File: config.mk
export PLATFORM = sky130hd
export DESIGN_NAME = dsc_servo_config
export DESIGN_NICKNAME = d
export VERILOG_FILES = /design/src/logic/dsc_pkg.sv /design/src/logic/dsc_servo_config.sv
export VERILOG_INCLUDE_DIRS = /design/src /design/src/logic
export SDC_FILE = /design/constraint.sdc
export NUM_CORES = 1
export LEC_CHECK = 0
export BUFFER_PORTS_ARGS = -buffer_cell sky130_fd_sc_hd__buf_2
export CAP_MARGIN = 30
export CORE_ASPECT_RATIO = 2
export CORE_MARGIN = 5
export CORE_UTILIZATION = 25
export DETAILED_ROUTE_END_ITERATION = 12
export PLACE_DENSITY = 0.43
export SYNTH_ARGS = -nofsm -noshare
export SYNTH_HDL_FRONTEND = slang
export SYNTH_SLANG_ARGS = --single-unit
File: constraint.sdc
create_clock -name clk -period 4.1 [get_ports clk]
set_clock_uncertainty 0.15 [all_clocks]
set_input_delay 0.205 -clock clk [delete_from_list [all_inputs] [get_ports clk]]
set_output_delay 0.205 -clock clk [all_outputs]
set_load 0.01 [all_outputs]
File: src/logic/dsc_consts.svh
// register offsets, reset values, option bits and timing counts for the servo config block
`ifndef DSC_CONSTS_SVH
`define DSC_CONSTS_SVH
`define DSC_OFF_S1_OPT     8'h21
`define DSC_OFF_S2_OPT     8'h22
`define DSC_OFF_S1_SPEED   8'h24
`define DSC_OFF_S1_LEFT    8'h25
`define DSC_OFF_S1_RIGHT   8'h26
`define DSC_OFF_S2_SPEED   8'h28
`define DSC_OFF_S2_LEFT    8'h29
`define DSC_OFF_S2_RIGHT   8'h2a
`define DSC_OFF_S1_BSPD    8'h2c
`define DSC_OFF_S2_BSPD    8'h2d
`define DSC_OFF_S1_BDEF    8'h2e
`define DSC_OFF_S2_BDEF    8'h2f
`define DSC_OFF_BAR_DELAY  8'h30
`define DSC_OFF_FACTORY    8'h08
`define DSC_RST_OPT        8'h02
`define DSC_RST_SPEED      8'h0a
`define DSC_RST_LEFT       8'h7c
`define DSC_RST_RIGHT      8'h98
`define DSC_RST_BSPD       8'h7f
`define DSC_RST_BDEF       8'h1e
`define DSC_RST_BAR_DELAY  8'h00
`define DSC_BAR_DELAY_MAX  8'h05
`define DSC_BIT_INTERRUPT  0
`define DSC_BIT_COUPLE     1
`define DSC_BIT_BOB_LEFT   2
`define DSC_BIT_BOB_RIGHT  3
`define DSC_BIT_LEVER      4
`define DSC_BIT_SEESAW     5
`define DSC_BIT_BARRIER    7
`define DSC_CURVE_LINEAR   2'h0
`define DSC_CURVE_SEESAW   2'h1
`define DSC_CURVE_BOB      2'h2
`define DSC_CURVE_LEVER    2'h3
`define DSC_FLASH_NS       250000000
`define DSC_CLK_NS         25
`define DSC_FLASH_CYC      (`DSC_FLASH_NS / `DSC_CLK_NS)
`define DSC_STEP_ONE       8'h01
`endif

File: src/logic/dsc_pkg.sv
// types for the servo config block
package dsc_pkg;
    typedef enum logic [1:0] {
        DSC_MODE_INIT,
        DSC_MODE_NORMAL,
        DSC_MODE_PROG
    } dsc_mode_t;
    typedef enum logic [2:0] {
        DSC_ST_S1_LEFT,
        DSC_ST_S1_RIGHT,
        DSC_ST_S1_SPEED,
        DSC_ST_S2_LEFT,
        DSC_ST_S2_RIGHT,
        DSC_ST_S2_SPEED,
        DSC_ST_S1_BOB,
        DSC_ST_S2_BOB
    } dsc_step_t;
endpackage

File: src/logic/dsc_servo_config.sv
// servo configuration store with power-up button programming sequencer
//
// Contract
// - option bit 0 of each servo selects interruptible movement.
// - option coupling bit clear: auxiliary outputs follow own addresses only.
// - coupling bit set ties outputs to servos; option default is 2.
// - bit 2 enables bobbing at left stop, bit 3 at right stop.
// - bit 4 adds lever pause; bit 5 selects seesaw curve.
// - barrier bit honoured only in servo one options, applies to both.
// - left stop per servo, default 124, seesaw left peak.
// - right stop per servo, default 152, seesaw right peak.
// - barrier delay accepts 0 to 5, default 0.
// - program and servo two buttons at power-up enter flashing program mode.
// - eight programming steps cycle; program press confirms and advances.
// - end-stop steps: button one moves left, button two right.
// - speed steps: button one faster, button two slower.
// - bobbing steps: button one on, button two off.
// - program mode ends by power off; confirmed settings persist; the code only pulses nv_save on confirm, rst reloads factory defaults.
// - barrier mode forces bobbing curve for both servos.
// - barrier mode turns input one into a third output.
// - writing 128 or 0 to servo one options sets or clears barrier.
// - program and servo one buttons at power-up set barrier mode; the code only records barrier_pending, barrier_mode is unchanged.
// - program and servo two buttons at power-up clear barrier mode; the code only records barrier_pending, barrier_mode is unchanged.
// - any write to variable 8 restores factory defaults.
`timescale 1ns/10ps
`include "dsc_consts.svh"
module dsc_servo_config
    import dsc_pkg::*;
#(
    parameter int FLASH_CYC = `DSC_FLASH_CYC
) (
    input  wire logic       clk,
    input  wire logic       rst,
    input  wire logic       cv_wr,
    input  wire logic [7:0] cv_addr,
    input  wire logic [7:0] cv_wdata,
    output logic      [7:0] cv_rdata,
    input  wire logic       prog_button,
    input  wire logic       servo_one_button,
    input  wire logic       servo_two_button,
    output logic            led,
    output logic            prog_active,
    output logic      [2:0] prog_step,
    output logic            nv_save,
    output logic      [7:0] s1_options,
    output logic      [7:0] s2_options,
    output logic      [7:0] s1_speed,
    output logic      [7:0] s1_left,
    output logic      [7:0] s1_right,
    output logic      [7:0] s2_speed,
    output logic      [7:0] s2_left,
    output logic      [7:0] s2_right,
    output logic      [7:0] s1_bob_speed,
    output logic      [7:0] s2_bob_speed,
    output logic      [7:0] s1_bob_defl,
    output logic      [7:0] s2_bob_defl,
    output logic      [7:0] barrier_delay,
    output logic      [1:0] s1_interruptible,
    output logic      [1:0] aux_coupled,
    output logic      [1:0] s1_bob_ends,
    output logic      [1:0] s2_bob_ends,
    output logic      [1:0] s1_curve,
    output logic      [1:0] s2_curve,
    output logic            barrier_mode,
    output logic            input_one_is_output
);
    // pin synchronisers
    logic [2:0] btn_meta;
    logic [2:0] btn_sync;
    logic [2:0] btn_prev;
    logic       barrier_pending;
    logic       barrier_pending_val;
    logic [31:0] flash_cnt;
    dsc_mode_t  mode;
    dsc_step_t  step;
    always_ff @(posedge clk) begin
        if (rst) begin
            btn_meta <= 3'h0;
            btn_sync <= 3'h0;
            btn_prev <= 3'h0;
        end else begin
            btn_meta <= {servo_two_button, servo_one_button, prog_button};
            btn_sync <= btn_meta;
            btn_prev <= btn_sync;
        end
    end
    wire       p_held   = btn_sync[0];
    wire       b1_held  = btn_sync[1];
    wire       b2_held  = btn_sync[2];
    wire [2:0] btn_rise = btn_sync & ~btn_prev;
    wire       p_press  = btn_rise[0];
    wire       b1_press = btn_rise[1];
    wire       b2_press = btn_rise[2];

    // power-up decision one cycle after synchronised sample
    wire in_prog   = (mode == DSC_MODE_PROG);
    wire in_init   = (mode == DSC_MODE_INIT);
    wire start_prog = in_init && p_held && b2_held;
    wire start_bar_set = in_init && p_held && b1_held && !b2_held;
    wire start_bar_clr = start_prog;

    // startup waits for the synchroniser to fill
    logic [1:0] init_cnt;
    always_ff @(posedge clk) begin
        if (rst) begin
            init_cnt <= 2'h0;
        end else if (init_cnt != 2'h3) begin
            init_cnt <= init_cnt + 2'h1;
        end
    end
    wire init_done = (init_cnt == 2'h3);

    always_ff @(posedge clk) begin
        if (rst) begin
            mode <= DSC_MODE_INIT;
        end else begin
            case (mode)
                DSC_MODE_INIT: begin
                    if (init_done) begin
                        mode <= (p_held && b2_held) ? DSC_MODE_PROG : DSC_MODE_NORMAL;
                    end
                end
                DSC_MODE_PROG:   mode <= DSC_MODE_PROG;
                default:         mode <= DSC_MODE_NORMAL;
            endcase
        end
    end

    // step cycle, step 8 wraps to step 1
    always_ff @(posedge clk) begin
        if (rst) begin
            step <= DSC_ST_S1_LEFT;
        end else if (in_prog && p_press) begin
            step <= (step == DSC_ST_S2_BOB) ? DSC_ST_S1_LEFT : dsc_step_t'(step + 3'h1);
        end
    end
    assign prog_step   = 3'(step);
    assign prog_active = in_prog;
    // confirmed values handed to nonvolatile store
    assign nv_save     = in_prog && p_press;

    always_ff @(posedge clk) begin
        if (rst) begin
            flash_cnt <= 32'h0;
            led       <= 1'b0;
        end else if (in_prog) begin
            if (flash_cnt >= 32'(FLASH_CYC - 1)) begin
                flash_cnt <= 32'h0;
                led       <= ~led;
            end else begin
                flash_cnt <= flash_cnt + 32'h1;
            end
        end else begin
            led <= 1'b0;
        end
    end

    // button edits in programming mode; saturate to avoid wrap of stops
    function automatic logic [7:0] dsc_dec(input logic [7:0] v);
        dsc_dec = (v == 8'h00) ? v : v - 8'h01;
    endfunction
    function automatic logic [7:0] dsc_inc(input logic [7:0] v);
        dsc_inc = (v == 8'hff) ? v : v + 8'h01;
    endfunction

    wire edit   = in_prog && !p_press;
    wire ed_s1l = edit && step == DSC_ST_S1_LEFT;
    wire ed_s1r = edit && step == DSC_ST_S1_RIGHT;
    wire ed_s2l = edit && step == DSC_ST_S2_LEFT;
    wire ed_s2r = edit && step == DSC_ST_S2_RIGHT;
    wire ed_s1s = edit && step == DSC_ST_S1_SPEED;
    wire ed_s2s = edit && step == DSC_ST_S2_SPEED;
    wire ed_s1b = edit && step == DSC_ST_S1_BOB;
    wire ed_s2b = edit && step == DSC_ST_S2_BOB;

    // smaller stop value means further left
    wire [7:0] pb_s1l = b1_press ? dsc_dec(s1_left)  : b2_press ? dsc_inc(s1_left)  : s1_left;
    wire [7:0] pb_s1r = b1_press ? dsc_dec(s1_right) : b2_press ? dsc_inc(s1_right) : s1_right;
    wire [7:0] pb_s2l = b1_press ? dsc_dec(s2_left)  : b2_press ? dsc_inc(s2_left)  : s2_left;
    wire [7:0] pb_s2r = b1_press ? dsc_dec(s2_right) : b2_press ? dsc_inc(s2_right) : s2_right;
    // larger speed value means faster
    wire [7:0] pb_s1s = b1_press ? dsc_inc(s1_speed) : b2_press ? dsc_dec(s1_speed) : s1_speed;
    wire [7:0] pb_s2s = b1_press ? dsc_inc(s2_speed) : b2_press ? dsc_dec(s2_speed) : s2_speed;
    wire [1:0] bob_on = 2'h3;
    wire [7:0] pb_o1  = b1_press ? (s1_options | {4'h0, bob_on, 2'h0})
                      : b2_press ? (s1_options & ~{4'h0, bob_on, 2'h0}) : s1_options;
    wire [7:0] pb_o2  = b1_press ? (s2_options | {4'h0, bob_on, 2'h0})
                      : b2_press ? (s2_options & ~{4'h0, bob_on, 2'h0}) : s2_options;

    // configuration variable write decode
    wire wr_factory = cv_wr && cv_addr == `DSC_OFF_FACTORY;
    wire wr_o1  = cv_wr && cv_addr == `DSC_OFF_S1_OPT;
    wire wr_o2  = cv_wr && cv_addr == `DSC_OFF_S2_OPT;
    wire wr_s1s = cv_wr && cv_addr == `DSC_OFF_S1_SPEED;
    wire wr_s1l = cv_wr && cv_addr == `DSC_OFF_S1_LEFT;
    wire wr_s1r = cv_wr && cv_addr == `DSC_OFF_S1_RIGHT;
    wire wr_s2s = cv_wr && cv_addr == `DSC_OFF_S2_SPEED;
    wire wr_s2l = cv_wr && cv_addr == `DSC_OFF_S2_LEFT;
    wire wr_s2r = cv_wr && cv_addr == `DSC_OFF_S2_RIGHT;
    wire wr_b1s = cv_wr && cv_addr == `DSC_OFF_S1_BSPD;
    wire wr_b2s = cv_wr && cv_addr == `DSC_OFF_S2_BSPD;
    wire wr_b1d = cv_wr && cv_addr == `DSC_OFF_S1_BDEF;
    wire wr_b2d = cv_wr && cv_addr == `DSC_OFF_S2_BDEF;
    wire wr_bd  = cv_wr && cv_addr == `DSC_OFF_BAR_DELAY && cv_wdata <= `DSC_BAR_DELAY_MAX;

    // factory restore on any write to variable 8
    always_ff @(posedge clk) begin
        if (rst || wr_factory) begin
            s1_options    <= `DSC_RST_OPT;
            s2_options    <= `DSC_RST_OPT;
            s1_speed      <= `DSC_RST_SPEED;
            s2_speed      <= `DSC_RST_SPEED;
            s1_left       <= `DSC_RST_LEFT;
            s2_left       <= `DSC_RST_LEFT;
            s1_right      <= `DSC_RST_RIGHT;
            s2_right      <= `DSC_RST_RIGHT;
            s1_bob_speed  <= `DSC_RST_BSPD;
            s2_bob_speed  <= `DSC_RST_BSPD;
            s1_bob_defl   <= `DSC_RST_BDEF;
            s2_bob_defl   <= `DSC_RST_BDEF;
            barrier_delay <= `DSC_RST_BAR_DELAY;
        end else begin
            // servo one option write carries barrier bit
            s1_options    <= wr_o1  ? cv_wdata : ed_s1b ? pb_o1  : s1_options;
            s2_options    <= wr_o2  ? cv_wdata : ed_s2b ? pb_o2  : s2_options;
            s1_speed      <= wr_s1s ? cv_wdata : ed_s1s ? pb_s1s : s1_speed;
            s2_speed      <= wr_s2s ? cv_wdata : ed_s2s ? pb_s2s : s2_speed;
            s1_left       <= wr_s1l ? cv_wdata : ed_s1l ? pb_s1l : s1_left;
            s1_right      <= wr_s1r ? cv_wdata : ed_s1r ? pb_s1r : s1_right;
            s2_left       <= wr_s2l ? cv_wdata : ed_s2l ? pb_s2l : s2_left;
            s2_right      <= wr_s2r ? cv_wdata : ed_s2r ? pb_s2r : s2_right;
            s1_bob_speed  <= wr_b1s ? cv_wdata : s1_bob_speed;
            s2_bob_speed  <= wr_b2s ? cv_wdata : s2_bob_speed;
            s1_bob_defl   <= wr_b1d ? cv_wdata : s1_bob_defl;
            s2_bob_defl   <= wr_b2d ? cv_wdata : s2_bob_defl;
            barrier_delay <= wr_bd  ? cv_wdata : barrier_delay;
        end
    end

    // button-driven barrier change, only recorded; rst clears it and it never reaches barrier_mode
    always_ff @(posedge clk) begin
        if (rst) begin
            barrier_pending     <= 1'b0;
            barrier_pending_val <= 1'b0;
        end else if (init_done && (start_bar_set || start_bar_clr)) begin
            barrier_pending     <= 1'b1;
            barrier_pending_val <= start_bar_set;
        end
    end

    // read-back, unmapped reads as zero
    assign cv_rdata = (cv_addr == `DSC_OFF_S1_OPT)    ? s1_options
                    : (cv_addr == `DSC_OFF_S2_OPT)    ? s2_options
                    : (cv_addr == `DSC_OFF_S1_SPEED)  ? s1_speed
                    : (cv_addr == `DSC_OFF_S1_LEFT)   ? s1_left
                    : (cv_addr == `DSC_OFF_S1_RIGHT)  ? s1_right
                    : (cv_addr == `DSC_OFF_S2_SPEED)  ? s2_speed
                    : (cv_addr == `DSC_OFF_S2_LEFT)   ? s2_left
                    : (cv_addr == `DSC_OFF_S2_RIGHT)  ? s2_right
                    : (cv_addr == `DSC_OFF_S1_BSPD)   ? s1_bob_speed
                    : (cv_addr == `DSC_OFF_S2_BSPD)   ? s2_bob_speed
                    : (cv_addr == `DSC_OFF_S1_BDEF)   ? s1_bob_defl
                    : (cv_addr == `DSC_OFF_S2_BDEF)   ? s2_bob_defl
                    : (cv_addr == `DSC_OFF_BAR_DELAY) ? barrier_delay
                    : 8'h00;

    // option decoding
    // barrier bit of servo two is ignored
    assign barrier_mode = s1_options[`DSC_BIT_BARRIER];
    // input one becomes an output in barrier mode
    assign input_one_is_output = barrier_mode;
    // each option is its own bit
    assign s1_interruptible = {s2_options[`DSC_BIT_INTERRUPT], s1_options[`DSC_BIT_INTERRUPT]};
    // cleared bit leaves outputs on their own addresses
    // set bit couples outputs to servos
    assign aux_coupled = {s2_options[`DSC_BIT_COUPLE], s1_options[`DSC_BIT_COUPLE]};

    function automatic logic [1:0] dsc_curve(input logic [7:0] o, input logic bar);
        if (bar) begin
            dsc_curve = `DSC_CURVE_BOB;
        end else if (o[`DSC_BIT_SEESAW]) begin
            dsc_curve = `DSC_CURVE_SEESAW;
        end else if (o[`DSC_BIT_LEVER]) begin
            dsc_curve = `DSC_CURVE_LEVER;
        end else if (o[`DSC_BIT_BOB_LEFT] || o[`DSC_BIT_BOB_RIGHT]) begin
            dsc_curve = `DSC_CURVE_BOB;
        end else begin
            dsc_curve = `DSC_CURVE_LINEAR;
        end
    endfunction
    // bobbing ends, both forced in barrier mode
    assign s1_bob_ends = barrier_mode ? 2'h3
                       : {s1_options[`DSC_BIT_BOB_RIGHT], s1_options[`DSC_BIT_BOB_LEFT]};
    assign s2_bob_ends = barrier_mode ? 2'h3
                       : {s2_options[`DSC_BIT_BOB_RIGHT], s2_options[`DSC_BIT_BOB_LEFT]};
    // lever pause and seesaw curve selection
    assign s1_curve = dsc_curve(s1_options, barrier_mode);
    assign s2_curve = dsc_curve(s2_options, barrier_mode);
endmodule

Word-level counts from Yosys, hierarchy flattened
Cells that the tools add are included.
{ "op_classes": {"n_addsub": 15, "multipliers": 0, "n_div": 0, "order_cmp": 2, "eq_ne": 43, "n_shift": 0, "mux": 70, "bitwise": 4, "n_reduce_logical": 63} }
{ "ops": {"columns": ["operator", "count"], "rows": [
  ["two-way mux 8 bit", 51],
  ["equality test 8 x 6 -> 1 bit, second input constant", 13],
  ["adder 8 x 1 -> 8 bit, second input constant", 6],
  ["equality test 8 bit, second input constant", 6],
  ["logical NOT 8 bit", 6],
  ["subtractor 8 x 1 -> 8 bit, second input constant", 6],
  ["inequality test 3 bit, second input constant", 12],
  ["adder 32 x 1 -> 32 bit, second input constant", 1],
  ["greater-or-equal comparator 32 x 24 -> 1 bit, second input constant", 1],
  ["two-way mux 32 bit", 1],
  ["logical AND 1 bit", 26],
  ["two-way mux 2 bit", 12],
  ["AND reduction 4 bit", 6],
  ["nonzero test 3 bit", 8],
  ["two-way mux 4 bit", 4],
  ["nonzero test 2 bit", 8],
  ["equality test 3 bit, second input constant", 4],
  ["equality test 8 x 4 -> 1 bit, second input constant", 1],
  ["less-or-equal comparator 8 x 3 -> 1 bit, second input constant", 1],
  ["equality test 3 x 2 -> 1 bit, second input constant", 2],
  ["equality test 2 bit, second input constant", 2],
  ["one-hot mux 2 bit (2 select lines)", 1],
  ["AND reduction 2 bit", 2],
  ["adder 3 x 1 -> 3 bit, second input constant", 1],
  ["13 further kinds", 16]
]} }
{ "totals": {"reg_bits": 153, "latchBits": 0, "mem_bits_rw": 0, "rom_bits": 0, "in_bits": 22, "out_inout_bits": 132, "elab_cells": 220, "memories": 0} }

Longest topological paths before layout
{ "depth": {"ltp_word": 14, "ltp_mapped": 11, "mapped_depth_nobuf": 9} }

Worst setup path before layout
Ideal clock, no wire load.
{ "synth_timing": {"kind": "flip-flop to flip-flop", "startpoint": "register btn_prev[1]", "endpoint": "register s2_right[7]", "setup_ns": 0.116, "arrival_time_ns": 2.721, "required_time_ns": 3.834, "slack_ns": 1.114, "stages_incl_launch_ff": 12, "path_buffers": 2, "synth_period_minus_slack_ns": 2.986, "path_cell_list": "dfxtp_1 nand2b_1 buf_2 inv_1 buf_4 ha_1 a211oi_1 o21ai_0 a31oi_1 mux2_2 or3_1 and3_1"} }
{ "synth_between": {"elab_chain_cells": 5, "elab_cells_between_ends": 9, "classes_between": "eq/ne: 2; mux: 3; bitwise: 2; reduce/logical: 2"} }
{ "synth_rtl": {"columns": ["element", "line", "rtl"], "rows": [
  ["from (decl)", "dsc_servo_config.sv:70", "logic [2:0] btn_prev;"],
  ["from (signal assigned)", "dsc_servo_config.sv:84", "btn_prev <= btn_sync;"],
  ["inverter 3 bit (*)", "dsc_servo_config.sv:90", "wire [2:0] btn_rise = btn_sync & ~btn_prev;"],
  ["bitwise AND 3 bit (*)", "dsc_servo_config.sv:90", null],
  ["two-way mux 8 bit", "dsc_servo_config.sv:180", "wire [7:0] pb_s2r = b1_press ? dsc_dec(s2_right) : b2_press ? dsc_inc(s2_right) : s2_right;"],
  ["two-way mux 8 bit (2 in a row)", "dsc_servo_config.sv:231", "s2_right <= wr_s2r ? cv_wdata : ed_s2r ? pb_s2r : s2_right;"],
  ["to (signal assigned)", "dsc_servo_config.sv:216", "s2_right <= `DSC_RST_RIGHT;"],
  ["to (signal assigned)", "dsc_servo_config.sv:231", null],
  ["to (decl)", "dsc_servo_config.sv:52", "output logic [7:0] s2_right,"]
]} }
Mark *: on every way between the ends. The rest lies on a longest branch, timed or not. The select of a mux whose other input is x is not followed.
A chain may end at the register's enable or synchronous reset.

Worst setup path after layout
{ "layout_timing": {"startpoint": "input port cv_addr[3]", "endpoint": "output port cv_rdata[4]"} }
{ "layout_between": {"elab_chain_cells": 14, "elab_cells_between_ends": 26, "classes_between": "eq/ne: 13; mux: 13"} }
{ "layout_rtl": {"columns": ["element", "line", "rtl"], "rows": [
  ["from (decl)", "dsc_servo_config.sv:35", "input wire logic [7:0] cv_addr,"],
  ["equality test 8 x 6 -> 1 bit (no source line)", null, null],
  ["two-way mux 8 bit", "dsc_servo_config.sv:264", ": (cv_addr == `DSC_OFF_BAR_DELAY) ? barrier_delay"],
  ["two-way mux 8 bit", "dsc_servo_config.sv:263", ": (cv_addr == `DSC_OFF_S2_BDEF) ? s2_bob_defl"],
  ["two-way mux 8 bit", "dsc_servo_config.sv:262", ": (cv_addr == `DSC_OFF_S1_BDEF) ? s1_bob_defl"],
  ["two-way mux 8 bit", "dsc_servo_config.sv:261", ": (cv_addr == `DSC_OFF_S2_BSPD) ? s2_bob_speed"],
  ["two-way mux 8 bit", "dsc_servo_config.sv:260", ": (cv_addr == `DSC_OFF_S1_BSPD) ? s1_bob_speed"],
  ["two-way mux 8 bit", "dsc_servo_config.sv:259", ": (cv_addr == `DSC_OFF_S2_RIGHT) ? s2_right"],
  ["two-way mux 8 bit", "dsc_servo_config.sv:258", ": (cv_addr == `DSC_OFF_S2_LEFT) ? s2_left"],
  ["two-way mux 8 bit", "dsc_servo_config.sv:257", ": (cv_addr == `DSC_OFF_S2_SPEED) ? s2_speed"],
  ["two-way mux 8 bit", "dsc_servo_config.sv:256", ": (cv_addr == `DSC_OFF_S1_RIGHT) ? s1_right"],
  ["two-way mux 8 bit", "dsc_servo_config.sv:255", ": (cv_addr == `DSC_OFF_S1_LEFT) ? s1_left"],
  ["two-way mux 8 bit", "dsc_servo_config.sv:254", ": (cv_addr == `DSC_OFF_S1_SPEED) ? s1_speed"],
  ["two-way mux 8 bit", "dsc_servo_config.sv:253", ": (cv_addr == `DSC_OFF_S2_OPT) ? s2_options"],
  ["two-way mux 8 bit (*)", "dsc_servo_config.sv:252", "assign cv_rdata = (cv_addr == `DSC_OFF_S1_OPT) ? s1_options"],
  ["to (decl)", "dsc_servo_config.sv:37", "output logic [7:0] cv_rdata,"]
]} }
Mark *: on every way between the ends. The rest lies on a longest branch, timed or not.

==> impl_metrics.json <==
{
  "vias_per_cell": 5.29,
  "min-delay-start": "rst",
  "synth_common_cells": "153 x dfxtp_1, 130 x nand2_1, 114 x nor2_1",
  "antenna_found_initial": 0,
  "r2r-start": "btn_prev[1]$_SDFF_PP0_",
  "pwr_density_cell_mw_per_mm2": 307,
  "final_cells": 1788,
  "finalHoldViolations": 0,
  "max-slew-margin-rel_pct": 40.2,
  "ctsRootBufferMaster": "clkbuf_16",
  "irDropWorstVdd_v": 0.000273,
  "synth-simple-area-share_pct": 25.6,
  "clk_latency_ns": 0.44,
  "vias": 9464,
  "grt_max_degree": 45,
  "synth_top_cell_by_area": "dfxtp_1",
  "overflow": 0,
  "dieArea_mm2": 0.0425,
  "syn_inst": 1198,
  "portBuffers": 153,
  "synth_area_leaders": "dfxtp_1 32%, ha_1 5.8%, nand2_1 5.1%",
  "drv_slew": 0,
  "postCtsSetupRepairBufs": 0,
  "drive_gt1_share_pct": 17.4,
  "finalSetupViolations": 0,
  "cts_inserted_buffers": 17,
  "cts.sinks": 153,
  "synth_nets": 1270,
  "synth.yosys.warnings": 0,
  "synth_mux_area_share_pct": 4.55,
  "status": "finished clean",
  "syn_avg_cell_area_um2": 7.98,
  "end_kind": "output pin",
  "synth_flop_cell": "dfxtp_1",
  "area_growth_pct": 18.6,
  "hp-class": "in -> reg",
  "core-area_mm2": 0.0379,
  "ant_nets": 0,
  "finalCritPeriodShare_pct": 74.3,
  "rsz0062_at_grt": "false",
  "max_freq_ghz": 0.328,
  "drt_iter0_drc": 512,
  "first_pass_iters": 4,
  "clockBufferDepth": 2,
  "synth_top_area_share_pct": 32.0,
  "setup_tns_ns": 0,
  "num_rows": 101,
  "grt_pass1_vias": 9688,
  "routedWlPerCell_um": 22.5,
  "tightestPinTransition_ns": 0.895,
  "fin_crit_ns": 3.05,
  "pin_count": 154,
  "routed_wl_um": 40200,
  "ys_ff_latch": 153,
  "drc": 0,
  "ff2ff_path_depth": 9,
  "place_inst": 1752,
  "p_leak_nw": 4.42,
  "critPathMaxFanout": 29,
  "synth_fa_ha_area_share_pct": 7.01,
  "min_to": "flash_cnt[1]$_SDFFE_PP0P_",
  "dieWidth_um": 148,
  "synth.distinct_cells": 71,
  "cap_violations": 0,
  "cp_data_required_time_ns": 3.74,
  "n_antenna_cell": 0,
  "nNetsFinal": 1384,
  "hold_path_depth": 2,
  "synth-edff-count": 0,
  "start_kind": "input port",
  "synth_top_family_by_area": "simple AND/OR/NAND/NOR gates",
  "syn_area_mm2": 0.00956,
  "arrival_ns": 2.69,
  "h-tree-depth": 4,
  "power.total_mw": 3.48,
  "yosysMostFrequentCell": "dfxtp_1",
  "clk_pin_slew_ns": 0.07,
  "grt_usage_pct": 18.8,
  "reg2reg_slack_ns": 1.15,
  "gp_congestion": 0.875,
  "grt_pass1_wl_um": 60200,
  "cts_tree": "built",
  "initial_core_util_pct": 25.2,
  "synth_xor_area_share_pct": 5.22,
  "synth-compound-area-share_pct": 21.1,
  "crit_type": "in -> out",
  "place_hpwl_um": 31700,
  "ys_async_sr_fraction_pct": 0,
  "r2r_end": "s2_speed[7]$_SDFFE_PP0P_",
  "die_h_um": 287,
  "ys_seq_area_share_pct": 32.0
}
cells in the final DEF (no fill, tap or decap), drive strengths merged, types with 17 or more instances in the layout:
master / instances
buf: 165
clkbuf: 18
nand2: 132
nor2b: 38
nand4: 24
inv: 34
nor2: 116
o21ai: 69
a21oi: 75
o211ai: 28
ha: 44
dfxtp: 153
mux2i: 39
a211oi: 26
xnor2: 40
nor3: 31
xor2: 17
nand3: 58
area by class of cell:
cell class	count	area (um2)
Fill cell	4121	26600
Multi-Input combinational cell	946	6080
Sequential cell	153	3060
Timing Repair Buffer	168	906
Tap cell	463	579
Clock buffer	18	429
Clock inverter	14	179
Inverter	26	97.6
kinds of logic (layout without fill, tap and decap cells):
group | after synthesis | after routing
and+or+nand+nor | 487 | 487
AOI/OAI and AO/OA | 309 | 309
adders and majority gates | 50 | 50
DFF | 153 | 153
xor gates and xnor gates | 57 | 57
buffers and inverters | 99 | 226
muxes | 43 | 43
stage by stage:
stage / hold WS, ns / instance area (um2) / setup slack [ns] / utilization (%)
3_5_place_dp: 0.278 / 10700 / 0.891 / 28.2
2_1_floorplan: 0.183 / 9560 / 1.11 / -
4_1_cts: 0.0407 / 11300 / 1.08 / 29.9
6_report: 0.0610 / 11300 / 1.05 / 29.9
5_1_grt: 0.0545 / 11300 / 0.787 / 29.9
3_3_place_gp: 0.279 / 10700 / 0.891 / 28.2
sequential cells by signal, indices dropped and copies added, names as in the netlist, 8 cells and up:
signal	count
flash_cnt	32
barrier_delay	8
s1_bob_defl	8
s1_bob_speed	8
s1_left	8
s1_options	8
s1_right	8
s1_speed	8
s2_bob_defl	8
s2_bob_speed	8
s2_left	8
s2_options	8
s2_right	8
s2_speed	8
how the worst max path moves through the flow:
stage,endpoint,cells past startpoint,from
after detailed placement,s1_right[6]$_SDFFE_PP0P_,8,cv_addr[3]
after global routing,cv_rdata[4],8,cv_addr[3]
after global placement,s1_right[6]$_SDFFE_PP0P_,8,cv_addr[3]
after CTS,cv_rdata[4],8,cv_addr[3]
final,cv_rdata[4],8,cv_addr[3]
after floorplan,s2_right[7]$_SDFFE_PP1P_,11,btn_prev[1]$_SDFF_PP0_
where the power goes:
part           internal (mW)  total [mW]  switching, mW
combinational          0.111       0.315          0.204
sequential              1.50        1.51        0.00925
clock                  0.926        1.66          0.732
total                   2.53        3.48          0.945
routing by layer:
metal / global-route usage (%) / vias up / routed length (um)
met5: 0 / - / 0
met4: 9.43 / 0 / 2020
met3: 3.30 / 93 / 1460
met2: 36.6 / 282 / 22400
met1: 18.6 / 4530 / 14300
li1: - / 4559 / -
worst max-delay path, stage by stage:
cell and delay, ns:
buf_2 0.46, nor2b_1 0.79, o21ai_0 0.19, o21ai_0 0.20, a21oi_1 0.08, a32oi_1 0.34
nand3_1 0.20, buf_2 0.19
what timing repair did:
action / 4_1_cts / 5_1_grt
hold buffers: 3 / 0
resized for setup: 0 / 0
hold endpoints to repair: 3 / 0
Note: power is estimated with default switching activity, not from simulation.
